===== config.mk =====
export PLATFORM = sky130hd
export DESIGN_NAME = rxdp_top
export DESIGN_NICKNAME = d
export VERILOG_FILES = /design/src/design/rxdp_pkg.sv /design/src/design/rxdp_top.sv /design/src/design/rxdp_fifo.sv
export SDC_FILE = /design/constraint.sdc
export NUM_CORES = 1
export LEC_CHECK = 0
export ABC_CLOCK_PERIOD_IN_PS = 464000
export BUFFER_PORTS_ARGS = -buffer_cell sky130_fd_sc_hd__buf_2
export CAP_MARGIN = 20
export CELL_PAD_IN_SITES_DETAIL_PLACEMENT = 1
export CELL_PAD_IN_SITES_GLOBAL_PLACEMENT = 1
export CORE_ASPECT_RATIO = 1.4
export CORE_MARGIN = 10
export CORE_UTILIZATION = 56
export DETAILED_ROUTE_END_ITERATION = 10
export PLACE_DENSITY = 0.95
export SETUP_SLACK_MARGIN = 0.02
export SYNTH_ARGS = -nofsm -noshare
export SYNTH_HDL_FRONTEND = slang
export SYNTH_HIERARCHICAL = 1
export SYNTH_SLANG_ARGS = --single-unit

===== constraint.sdc =====
create_clock -name SYS_CLK -period 464 [get_ports SYS_CLK]
set_input_delay 23.2 -clock SYS_CLK [delete_from_list [all_inputs] [get_ports SYS_CLK]]
set_output_delay 23.2 -clock SYS_CLK [all_outputs]
set_load 0.03 [all_outputs]

===== src/design/rxdp_pkg.sv =====
package rxdp_pkg;
	// register byte addresses
	localparam logic [7:0] ADDR_CTRL = 8'h00;
	localparam logic [7:0] ADDR_GAIN = 8'h04;
	localparam logic [7:0] ADDR_VERSION = 8'h08;
	localparam logic [7:0] ADDR_STATUS = 8'h0c;
	localparam logic [7:0] ADDR_INIT = 8'h10;
	// control field positions
	localparam int CTRL_SRC_SMA = 0;
	localparam int CTRL_AMP1_LOW = 1;
	localparam int CTRL_AMP2_LOW = 2;
	localparam int CTRL_DAC_DATA = 3;
	localparam int CTRL_DAC_ON = 4;
	localparam int CTRL_CMOS_ON = 5;
	localparam int CTRL_LVDS_ON = 6;
	localparam int CTRL_QUAD_CORR = 7;
	localparam int CTRL_EXT_REF = 8;
	localparam int CTRL_W = 9;
	// power-up values: receiver path, dac data and dac on, outputs off
	localparam logic [8:0] CTRL_RESET = 9'h018;
	// gain code: step 0.5 dB, code 0 is -3 dB, code 42 is +18 dB
	localparam logic [5:0] GAIN_MAX = 6'h2a;
	localparam logic [5:0] GAIN_RESET = 6'h1d;
	localparam logic [31:0] FW_VERSION = 32'h0000_0005;
	localparam int SAMPLE_W = 12;
	localparam int FIFO_DEPTH = 8;
	localparam logic [3:0] SER_LAST = 4'hb;
	// adc channel numbers (1-based)
	localparam int CH_SMA_I = 1;
	localparam int CH_SMA_Q = 2;
	localparam int CH_RX_I = 5;
	localparam int CH_RX_Q = 6;
	localparam logic [7:0] CH_PWR_MASK = 8'h33;
	localparam logic [1:0] RESP_OKAY = 2'h0;
	localparam logic [1:0] RESP_SLVERR = 2'h2;
endpackage : rxdp_pkg


===== src/design/rxdp_top.sv =====
// Chosen here: the register offsets and the AXI4-Lite register port.
`timescale 1ns/1ps
module rxdp_top
	import rxdp_pkg::*;
(
	input wire logic SYS_CLK,
	input wire logic RST_N,
	input wire logic [7:0] ADC_SDATA,
	input wire logic ADC_FRAME,
	input wire logic SAMPLE_EN,
	input wire logic DAC_EN,
	input wire logic [31:0] S_AXI_AWADDR,
	input wire logic S_AXI_AWVALID,
	output logic S_AXI_AWREADY,
	input wire logic [31:0] S_AXI_WDATA,
	input wire logic [3:0] S_AXI_WSTRB,
	input wire logic S_AXI_WVALID,
	output logic S_AXI_WREADY,
	output logic [1:0] S_AXI_BRESP,
	output logic S_AXI_BVALID,
	input wire logic S_AXI_BREADY,
	input wire logic [31:0] S_AXI_ARADDR,
	input wire logic S_AXI_ARVALID,
	output logic S_AXI_ARREADY,
	output logic [31:0] S_AXI_RDATA,
	output logic [1:0] S_AXI_RRESP,
	output logic S_AXI_RVALID,
	input wire logic S_AXI_RREADY,
	output logic [13:0] DAC_DATA,
	output logic DAC_SLEEP,
	output logic FIRST_AMP_LOW_GAIN,
	output logic SECOND_AMP_LOW_GAIN,
	output logic [SAMPLE_W-1:0] CMOS_DATA,
	output logic CMOS_OE_N,
	output logic [7:0] LVDS_DATA,
	output logic LVDS_ON,
	output logic ADC_RESET,
	output logic [7:0] ADC_CH_PWRDN
);
	logic [CTRL_W-1:0] ctrl_q;
	logic [5:0] gain_q;
	logic adc_rst_q;
	logic [7:0] chpd_q;
	logic aw_q;
	logic w_q;
	logic [7:0] awa_q;
	logic [31:0] wd_q;
	logic [3:0] ws_q;
	logic [7:0][2:0] sd_sync_q;
	logic [2:0] fr_sync_q;
	logic fr_last_q;
	logic [3:0] bit_q;
	logic [7:0][SAMPLE_W-1:0] shf_q;
	logic [7:0][SAMPLE_W-1:0] word_q;
	logic word_v_q;
	logic fifo_ready;
	logic fifo_valid;
	logic [2*SAMPLE_W-1:0] fifo_data;
	logic pop;
	logic signed [SAMPLE_W-1:0] i_q;
	logic signed [SAMPLE_W-1:0] q_q;
	logic signed [SAMPLE_W-1:0] ic;
	logic signed [SAMPLE_W-1:0] qc;
	logic signed [SAMPLE_W-1:0] dci_q;
	logic signed [SAMPLE_W-1:0] dcq_q;
	logic signed [SAMPLE_W-1:0] gi_q;
	logic signed [SAMPLE_W-1:0] gq_q;
	logic signed [13:0] mix_q;
	logic [1:0] ph_q;
	logic interp_q;
	logic [15:0] lin;

	function automatic logic hit(input logic [7:0] a, input logic [7:0] r);
		return a[7:2] == r[7:2];
	endfunction : hit

	function automatic logic [31:0] wmask(input logic [31:0] o, input logic [31:0] n,
			input logic [3:0] s);
		logic [31:0] r;
		r = o;
		for (int b = 0; b < 4; b++) begin
			if (s[b]) begin
				r[b*8 +: 8] = n[b*8 +: 8];
			end
		end
		return r;
	endfunction : wmask

	// write channel: address and data taken in either order
	always_ff @(posedge SYS_CLK or negedge RST_N) begin
		if (!RST_N) begin
			aw_q <= 1'b0;
			w_q <= 1'b0;
			awa_q <= '0;
			wd_q <= '0;
			ws_q <= '0;
			S_AXI_BVALID <= 1'b0;
			S_AXI_BRESP <= RESP_OKAY;
		end else begin
			if (S_AXI_AWVALID && S_AXI_AWREADY) begin
				aw_q <= 1'b1;
				awa_q <= S_AXI_AWADDR[7:0];
			end
			if (S_AXI_WVALID && S_AXI_WREADY) begin
				w_q <= 1'b1;
				wd_q <= S_AXI_WDATA;
				ws_q <= S_AXI_WSTRB;
			end
			if (aw_q && w_q && !S_AXI_BVALID) begin
				aw_q <= 1'b0;
				w_q <= 1'b0;
				S_AXI_BVALID <= 1'b1;
				S_AXI_BRESP <= (hit(awa_q, ADDR_CTRL) || hit(awa_q, ADDR_GAIN) ||
					hit(awa_q, ADDR_INIT)) ? RESP_OKAY : RESP_SLVERR;
			end else if (S_AXI_BVALID && S_AXI_BREADY) begin
				S_AXI_BVALID <= 1'b0;
			end
		end
	end
	assign S_AXI_AWREADY = !aw_q && !S_AXI_BVALID;
	assign S_AXI_WREADY = !w_q && !S_AXI_BVALID;

	// control registers, held until rewritten
	always_ff @(posedge SYS_CLK or negedge RST_N) begin
		if (!RST_N) begin
			ctrl_q <= CTRL_RESET;
			gain_q <= GAIN_RESET;
			adc_rst_q <= 1'b0;
			chpd_q <= ~CH_PWR_MASK;
		end else if (aw_q && w_q && !S_AXI_BVALID) begin
			if (hit(awa_q, ADDR_CTRL)) begin
				ctrl_q <= CTRL_W'(wmask(32'(ctrl_q), wd_q, ws_q));
			end
			if (hit(awa_q, ADDR_GAIN) && ws_q[0]) begin
				gain_q <= (wd_q[5:0] > GAIN_MAX) ? GAIN_MAX : wd_q[5:0];
			end
			if (hit(awa_q, ADDR_INIT)) begin
				// host-driven adc init lines; sequence itself is software's job
				adc_rst_q <= wd_q[8];
				chpd_q <= wd_q[7:0];
			end
		end
	end

	// read channel, one-cycle answer
	always_ff @(posedge SYS_CLK or negedge RST_N) begin
		if (!RST_N) begin
			S_AXI_RVALID <= 1'b0;
			S_AXI_RDATA <= '0;
			S_AXI_RRESP <= RESP_OKAY;
		end else if (S_AXI_ARVALID && S_AXI_ARREADY) begin
			S_AXI_RVALID <= 1'b1;
			S_AXI_RRESP <= RESP_OKAY;
			if (hit(S_AXI_ARADDR[7:0], ADDR_CTRL)) begin
				S_AXI_RDATA <= 32'(ctrl_q);
			end else if (hit(S_AXI_ARADDR[7:0], ADDR_GAIN)) begin
				S_AXI_RDATA <= 32'(gain_q);
			end else if (hit(S_AXI_ARADDR[7:0], ADDR_VERSION)) begin
				S_AXI_RDATA <= FW_VERSION;
			end else if (hit(S_AXI_ARADDR[7:0], ADDR_STATUS)) begin
				S_AXI_RDATA <= {30'h0, fifo_valid, !fifo_ready};
			end else if (hit(S_AXI_ARADDR[7:0], ADDR_INIT)) begin
				S_AXI_RDATA <= {23'h0, adc_rst_q, chpd_q};
			end else begin
				S_AXI_RDATA <= '0;
				S_AXI_RRESP <= RESP_SLVERR;
			end
		end else if (S_AXI_RVALID && S_AXI_RREADY) begin
			S_AXI_RVALID <= 1'b0;
		end
	end
	assign S_AXI_ARREADY = !S_AXI_RVALID;

	// serial lines come from the adc bit clock domain: three-stage sync
	always_ff @(posedge SYS_CLK or negedge RST_N) begin
		if (!RST_N) begin
			sd_sync_q <= '0;
			fr_sync_q <= '0;
		end else begin
			for (int c = 0; c < 8; c++) begin
				sd_sync_q[c] <= {sd_sync_q[c][1:0], ADC_SDATA[c]};
			end
			fr_sync_q <= {fr_sync_q[1:0], ADC_FRAME};
		end
	end

	// msb-first deserializer: a frame rise marks the msb of a new word
	always_ff @(posedge SYS_CLK or negedge RST_N) begin
		if (!RST_N) begin
			bit_q <= '0;
			shf_q <= '0;
			word_q <= '0;
			word_v_q <= 1'b0;
			fr_last_q <= 1'b0;
		end else begin
			word_v_q <= 1'b0;
			if (SAMPLE_EN) begin
				fr_last_q <= fr_sync_q[2];
				for (int c = 0; c < 8; c++) begin
					shf_q[c] <= {shf_q[c][SAMPLE_W-2:0], sd_sync_q[c][2]};
				end
				if (fr_sync_q[2] && fr_sync_q[1] && !fr_last_q) begin
					bit_q <= '0;
					// a partial first word after start is dropped, not passed on
					if (bit_q == SER_LAST) begin
						word_q <= shf_q;
						word_v_q <= 1'b1;
					end
				end else begin
					bit_q <= (bit_q == SER_LAST) ? SER_LAST : bit_q + 1'b1;
				end
			end
		end
	end

	// unprocessed outputs, gated; channels 3,4,7,8 never used
	always_ff @(posedge SYS_CLK or negedge RST_N) begin
		if (!RST_N) begin
			CMOS_DATA <= '0;
			CMOS_OE_N <= 1'b1;
			LVDS_DATA <= '0;
			LVDS_ON <= 1'b0;
		end else begin
			CMOS_OE_N <= !ctrl_q[CTRL_CMOS_ON];
			LVDS_ON <= ctrl_q[CTRL_LVDS_ON];
			if (word_v_q) begin
				CMOS_DATA <= ctrl_q[CTRL_CMOS_ON] ? word_q[CH_RX_I-1] : '0;
				// offset binary for the lvds path
				LVDS_DATA <= ctrl_q[CTRL_LVDS_ON] ?
					{~word_q[CH_RX_I-1][SAMPLE_W-1], word_q[CH_RX_I-1][SAMPLE_W-2:4]} :
					'0;
			end
		end
	end

	rxdp_fifo #(
		.WIDTH(2*SAMPLE_W),
		.DEPTH(FIFO_DEPTH)
	) u_fifo (
		.clk(SYS_CLK),
		.rst_n(RST_N),
		.in_valid(word_v_q),
		.in_ready(fifo_ready),
		// source select: receiver on 5/6, sma on 1/2
		.in_data(ctrl_q[CTRL_SRC_SMA] ?
			{word_q[CH_SMA_I-1], word_q[CH_SMA_Q-1]} :
			{word_q[CH_RX_I-1], word_q[CH_RX_Q-1]}),
		.out_valid(fifo_valid),
		.out_ready(pop),
		.out_data(fifo_data)
	);
	// processing consumes one pair per two dac ticks, the 61.44 MHz rate
	assign pop = DAC_EN && !interp_q;

	// simple quadrature correction: running dc estimate removed
	assign ic = i_q - dci_q;
	assign qc = q_q - dcq_q;
	always_ff @(posedge SYS_CLK or negedge RST_N) begin
		if (!RST_N) begin
			i_q <= '0;
			q_q <= '0;
			dci_q <= '0;
			dcq_q <= '0;
		end else if (pop && fifo_valid) begin
			i_q <= fifo_data[2*SAMPLE_W-1:SAMPLE_W];
			q_q <= fifo_data[SAMPLE_W-1:0];
			if (ctrl_q[CTRL_QUAD_CORR]) begin
				dci_q <= dci_q + (ic >>> 6);
				dcq_q <= dcq_q + (qc >>> 6);
			end
		end
	end

	// gain code to linear q8.8 by repeated 0.5 dB steps of 271/256
	always_comb begin
		lin = 16'h00b5;
		for (int k = 0; k < 42; k++) begin
			if (k < int'(gain_q)) begin
				lin = 16'((32'(lin) * 32'd271) >> 8);
			end
		end
	end

	always_ff @(posedge SYS_CLK or negedge RST_N) begin
		if (!RST_N) begin
			gi_q <= '0;
			gq_q <= '0;
		end else if (SAMPLE_EN && ph_q == 2'h1) begin
			// bypass feeds raw samples into the gain stage
			gi_q <= SAMPLE_W'((32'(signed'(ctrl_q[CTRL_QUAD_CORR] ? ic : i_q)) *
				signed'({16'h0, lin})) >>> 8);
			gq_q <= SAMPLE_W'((32'(signed'(ctrl_q[CTRL_QUAD_CORR] ? qc : q_q)) *
				signed'({16'h0, lin})) >>> 8);
		end
	end

	// interpolate by two and mix to fs/4 on the dac enable
	always_ff @(posedge SYS_CLK or negedge RST_N) begin
		if (!RST_N) begin
			ph_q <= '0;
			interp_q <= 1'b0;
			mix_q <= '0;
		end else begin
			if (SAMPLE_EN) begin
				ph_q <= ph_q + 1'b1;
			end
			if (DAC_EN) begin
				interp_q <= !interp_q;
				case ({interp_q, ph_q[1]})
					2'b00: mix_q <= {gi_q, 2'b00};
					2'b01: mix_q <= {gq_q, 2'b00};
					2'b10: mix_q <= -{gi_q, 2'b00};
					default: mix_q <= -{gq_q, 2'b00};
				endcase
			end
		end
	end

	// dac, amplifier and adc init pins; external reference bit drives nothing
	always_ff @(posedge SYS_CLK or negedge RST_N) begin
		if (!RST_N) begin
			DAC_DATA <= '0;
			DAC_SLEEP <= 1'b0;
			FIRST_AMP_LOW_GAIN <= 1'b0;
			SECOND_AMP_LOW_GAIN <= 1'b0;
			ADC_RESET <= 1'b0;
			ADC_CH_PWRDN <= '0;
		end else begin
			DAC_DATA <= ctrl_q[CTRL_DAC_DATA] ? mix_q : '0;
			DAC_SLEEP <= !ctrl_q[CTRL_DAC_ON];
			FIRST_AMP_LOW_GAIN <= ctrl_q[CTRL_AMP1_LOW];
			SECOND_AMP_LOW_GAIN <= ctrl_q[CTRL_AMP2_LOW];
			ADC_RESET <= adc_rst_q;
			ADC_CH_PWRDN <= chpd_q;
		end
	end
endmodule : rxdp_top


===== src/design/rxdp_fifo.sv =====
`timescale 1ns/1ps
module rxdp_fifo #(
	parameter int WIDTH = 24,
	parameter int DEPTH = 8
) (
	input wire logic clk,
	input wire logic rst_n,
	input wire logic in_valid,
	output logic in_ready,
	input wire logic [WIDTH-1:0] in_data,
	output logic out_valid,
	input wire logic out_ready,
	output logic [WIDTH-1:0] out_data
);
	localparam int AW = $clog2(DEPTH);
	logic [WIDTH-1:0] mem [DEPTH];
	logic [AW-1:0] wr_q;
	logic [AW-1:0] rd_q;
	logic [AW:0] cnt_q;
	logic push;
	logic pop;
	assign in_ready = (cnt_q != DEPTH[AW:0]);
	assign out_valid = (cnt_q != '0);
	assign out_data = mem[rd_q];
	assign push = in_valid && in_ready;
	assign pop = out_valid && out_ready;
	always_ff @(posedge clk) begin
		if (push) begin
			mem[wr_q] <= in_data;
		end
	end
	always_ff @(posedge clk or negedge rst_n) begin
		if (!rst_n) begin
			wr_q <= '0;
			rd_q <= '0;
			cnt_q <= '0;
		end else begin
			if (push) begin
				wr_q <= (wr_q == AW'(DEPTH - 1)) ? '0 : wr_q + 1'b1;
			end
			if (pop) begin
				rd_q <= (rd_q == AW'(DEPTH - 1)) ? '0 : rd_q + 1'b1;
			end
			if (push && !pop) begin
				cnt_q <= cnt_q + 1'b1;
			end else if (pop && !push) begin
				cnt_q <= cnt_q - 1'b1;
			end
		end
	end
endmodule : rxdp_fifo


==> metrics.md, run 1 <==
| Metric | Value |
|---|---|
| Status | stopped before the end |
| Last stage | global routing (5_1_grt) |
| Stop Error | [ERROR GRT-0116] Global routing finished with congestion. Check the congestion regions in the DRC Viewer. |
| DP Wirelength | around 400000 um |
| Post-cts hold buffer count | 0 |
| Vias in the first global route | roughly 150k |
| Post-CTS setup buffer count | 0 |
| Post-synth ARST share | 62.2% |
| Routability cong. | 0.920 |
| Clock buffer depth | 3 |
| Root Buffer | clkbuf_16 |
| Post-CTS sizing | 0 |
| Post-synthesis average cell area | approximately 8.9 um2 |
| Synth Register Bits | ~510 |
| Initial Util | about 56% |
| Clk sinks | 508 |
| Mapped Area | 0.125 mm2 |
| Total track usage | about two thirds |
| Yosys warnings | 6 |
| # rows | just over 200 |
| Ports | 207 |
| Synth Instances | about 14000 |
| Largest net degree at the start of global routing | ~120 |
| Num CTS Buffers | 50 |
| Post-synthesis cell type count | ~120 |
| First-pass GRT wire length | 1190000 um |
| H-tree depth | 2 |
| Remaining global-route overflow | about 320 |
| Height of the die | roughly 580 um |
| IO Port Bufs | 98 |
| Post-synth EDFFs | between 150 and 200 |
| Die Span X | about 420 um |
| Top FF cell, synth | dfrtp_1 |
| Register area share after synthesis | a little over a tenth |
[Yosys cell counts, types with 37 or more instances]
master,instances,share of area [%]
a31oi_1,49,0.25
nor2b_1,118,0.59
xnor2_1,409,2.9
o211ai_1,45,0.27
nor2_1,705,2.1
mux4_1,47,0.99
mux2_2,238,2.2
nand2_1,755,2.3
a211oi_1,53,0.32
nor3_1,118,0.47
and2_1,104,0.52
mux2i_1,46,0.37
xor2_1,227,1.6
fa_1,1631,26
a21oi_1,474,1.9
edfxtp_1,192,4.6
nand3_1,126,0.51
o21ai_0,430,1.7
ha_1,2249,23
inv_1,4336,13
o21bai_1,84,0.51
o21a_1,115,0.69
nand2b_1,98,0.49
or3_1,59,0.30
clkbuf_1,197,0.59
dfrtp_1,305,6.1
and3_1,37,0.19
o31ai_1,37,0.22
a21o_1,217,1.3
or2_2,54,0.27
[cell families after synthesis]
logic type	count (synthesis)	synth area share [%]
other	1	0.00301
buffers and inverters	4605	14.0
flip-flops	508	11.0
adder cells (fa/ha/maj)	3883	48.8
AND/OR/NAND/NOR	2272	8.36
multiplexers	338	3.60
XOR/XNOR	657	4.87
AO/OA/AOI/OAI	1805	9.34
[routing by layer]
metal,track usage (%),GRT overflow
met4,67.3,151
met3,59.2,8
met2,82.8,152
met1,64.9,6
met5,40.1,0
[metrics by stage]
step	util, %	std cells	instance area (um2)	worst slack [ps]	hold slack (ps)
2_1_floorplan	-	14100	125000	289610	331
3_5_place_dp	58.4	17000	129000	252380	339
3_3_place_gp	58.4	17000	129000	267910	334
4_1_cts	59.2	17100	131000	237360	357
==> run 2: changes to the inputs <==
--- a/config.mk
+++ b/config.mk
@@ -8,14 +8,10 @@
 export ABC_CLOCK_PERIOD_IN_PS = 464000
 export BUFFER_PORTS_ARGS = -buffer_cell sky130_fd_sc_hd__buf_2
 export CAP_MARGIN = 20
-export CELL_PAD_IN_SITES_DETAIL_PLACEMENT = 1
-export CELL_PAD_IN_SITES_GLOBAL_PLACEMENT = 1
-export CORE_ASPECT_RATIO = 1.4
 export CORE_MARGIN = 10
-export CORE_UTILIZATION = 56
+export CORE_UTILIZATION = 40
 export DETAILED_ROUTE_END_ITERATION = 10
-export PLACE_DENSITY = 0.95
-export SETUP_SLACK_MARGIN = 0.02
+export PLACE_DENSITY_LB_ADDON = 0.15
 export SYNTH_ARGS = -nofsm -noshare
 export SYNTH_HDL_FRONTEND = slang
 export SYNTH_HIERARCHICAL = 1
==> metrics.md, run 2 <==
| Metric | Value |
|---|---|
| Cell taking the most area after synthesis | fa_1 (unchanged) |
| # rows | 204 (unchanged) |
| Remaining global-route overflow | 0 |
| Max Clk Rate | ~0.005 GHz |
| CTS tree | done |
| Synth Instances | 14100 (unchanged) |
| Fin. max-slew vios | 0 |
| Final setup viols | 0 |
| Die Span X | 578 um (was 419 um) |
| Hold depth | 0 |
| R2r endpoint | gi_q[11] |
| DRT antenna net count | 0 |
| Post-synth EDFFs | 192 (unchanged) |
| H-tree depth | 2 (unchanged) |
| Most common library cells after synthesis | inv_1, ha_1, fa_1 (unchanged) |
| Clock transition at the registers of the reported paths | 80 ps |
| Headroom to the max-slew limit | 20.0% |
| Register area share after synthesis | 11.0% (unchanged) |
| Clock skew | just under 50 ps |
| Wl on met1 | roughly 150000 um |
| Final period utilization | approximately 43% |
| Initial drt markers | around 3900 |
| DR WL/cell | around 17 um |
| WP data required | about 460000 ps |
| Reg-to-reg critical path startpoint | gain_q[3] |
| Root Buffer | clkbuf_16 (unchanged) |
| Startpoint of the worst hold path | sd_sync_q[16] |
| Final wirelength | 306000 um |
| Min Tclk post-route | 199580 ps |
| Via count | slightly below 90000 |
| Clock latency on the worst-skew pair | 660 ps |
| Filler cell count | about 31000 |
| Post-Route Setup TNS | 0 ps |
| Leading registers by flop count | u_fifo/mem (192), shf_q (48), word_q (48) |
| Uppermost layer routed | met5 |
| Maxcap violations | 0 |
| Crit Path Class | reg -> reg |
| Met2 Wirelength | around 140000 um |
| Residual DRC count | 0 |
| DR WL met3 | 10100 um |
| Yosys warnings | 6 (unchanged) |
| Final hold violations | 0 |
| Initial Util | 40.3% (was 56.4%) |
| Worst slew pin tran | between 1000 and 1500 ps |
| Share of the synthesized area in the top cell type | 26.2% (unchanged) |
| Routability cong. | 0.834 (was 0.920) |
| Critical Path Most Common Cell | inv_1 |
| Ports | 207 (unchanged) |
| Synth Register Bits | 508 (unchanged) |
| Status | finished, final reports clean (was stopped before the end) |
| RSZ-0062 raised after global routing | no |
| Mapped Area | 0.125 mm2 (unchanged) |
| Initial antenna violation count | 15 |
| Most flops, register | u_fifo/mem |
| Height of the die | 578 um (unchanged) |
| Post-CTS sizing | 0 (unchanged) |
| Post-synthesis cell type count | 117 (unchanged) |
| Nets | between 15000 and 20000 |
| WHS Endpoint | sd_sync_q[17] |
| Slowest CP cell | nor4_4 |
| Commonest non-fill, non-tap cell in the layout | inv_1 |
| CP max stage delay | 900 ps |
| Multi-input logic area | 0.0937 mm2 |
| HP Class | reg -> reg |
| Vias in the first global route | about 90000 |
| Post-synth ARST share | 62.2% (unchanged) |
| Highest-count cells in the layout ignoring fill and taps | inv_1, ha_1, fa_1, nand2_1, nor2_1 |
| Crit Path Max Fanout | 27 |
| Post-synthesis average cell area | 8.85 um2 (unchanged) |
| Vias/cell | between 4 and 5 |
| Worst r2r path cells | roughly 740 |
| Max FFs per register | about 190 |
| R2r setup slk | 264420 ps |
| Clk sinks | 508 (unchanged) |
| Worst Path Arrival | 200150 ps |
| Post-CTS setup buffer count | 0 (unchanged) |
| Area grow syn2layout | 6.45% |
| Total track usage | roughly 19% |
| DP Wirelength | 260000 um (was 400000 um) |
| Crit. End Element | flip-flop |
| Core area | about 0.31 mm2 |
| Full die area | about 0.33 mm2 |
| IO Port Bufs | 98 (unchanged) |
| Clock buffer depth | 3 (unchanged) |
| Top post-synthesis cells by area | fa_1, ha_1, inv_1 (unchanged) |
| Post-cts hold buffer count | 0 (unchanged) |
| Startpoint Class | flip-flop |
| First-pass GRT wire length | 500000 um |
| Most frequent cell after synthesis | inv_1 (unchanged) |
| Layout cell share with drive strength beyond 1 | ~5.6% |
| Num CTS Buffers | 49 (was 50) |
| Top FF cell, synth | dfrtp_1 (unchanged) |
| FF+latch area | between 0.01 and 0.015 mm2 |
| Drt first pass iters | 5 |
| Largest net degree at the start of global routing | 90 |
## run 2: cell counts after synthesis
Identical to the previous run, type by type.
## run 2: worst max-delay path by stage
stage / from / cells past startpoint / to / slack, ps
after floorplan: gain_q[3] / 1181 / gi_q[11] / 289610
after global placement: gain_q[3] / 1178 / gi_q[11] / 264720
after detailed placement: gain_q[3] / 953 / gi_q[11] / 264470
after CTS: gain_q[3] / 923 / gi_q[11] / 263670
after global routing: gain_q[3] / 921 / gi_q[11] / 249790
final: gain_q[3] / 924 / gi_q[11] / 264420
## run 2: kinds of logic (layout without fill, tap and decap cells)
| kind of cell | after synthesis | after routing | synth area share, % |
|---|---|---|---|
| buf+inv | 4605 | 4738 | 14.0 |
| fa+ha+maj | 3883 | 3883 | 48.8 |
| simple gates | 2272 | 2272 | 8.36 |
| compound gates | 1805 | 1805 | 9.34 |
| xor+xnor | 657 | 657 | 4.87 |
| flops | 508 | 508 | 11.0 |
| mux | 338 | 338 | 3.60 |
| other cells | 1 | 30 | 0.00301 |
## run 2: worst max-delay path: cells and delay by family (launching register included)
| family | cells | cell delay, ps |
|---|---|---|
| flops | 1 | 370 |
| mux | 3 | 1290 |
| buf+inv | 152 | 13010 |
| fa+ha+maj | 256 | 104990 |
| simple gates | 155 | 30000 |
| compound gates | 302 | 80960 |
| xor+xnor | 56 | 19080 |
## run 2: metal layers
layer / GRT usage, % / vias to the layer above
met4: 2.43 / 2
met2: 30.7 / 1000
met3: 1.32 / 190
met5: 0 / -
li1: - / 43900
met1: 27.2 / 42600
## run 2: through the flow
step / setup WS, ps / cells / utilization [%] / instance area [um2] / hold slack [ps]
floorplan: 289610 / 14100 / - / 125000 / 331
global placement: 264720 / 18300 / 42.3 / 131000 / 332
detailed placement: 264470 / 18300 / 42.3 / 131000 / 335
CTS: 263670 / 18300 / 42.8 / 133000 / 350
global route: 249790 / 18300 / 42.9 / 133000 / 359
finish: 264420 / 18400 / 42.9 / 133000 / 350
## run 2: final cells by class
| cell class | instances | share of cell area (%) |
|---|---|---|
| Multi-Input combinational cell | 8982 | 70.7 |
| Inverter | 4345 | 12.3 |
| Sequential cell | 508 | 10.3 |
| Tap cell | 4120 | 3.89 |
| Timing Repair Buffer | 302 | 1.56 |
| Clock buffer | 65 | 1.01 |
| Clock inverter | 26 | 0.256 |
| Antenna cell | 3 | 0.00566 |
Power of run 2 is left out: the tool's default activity adds up to more than one toggle a clock period on the data nets, which glitch-free logic cannot reach.
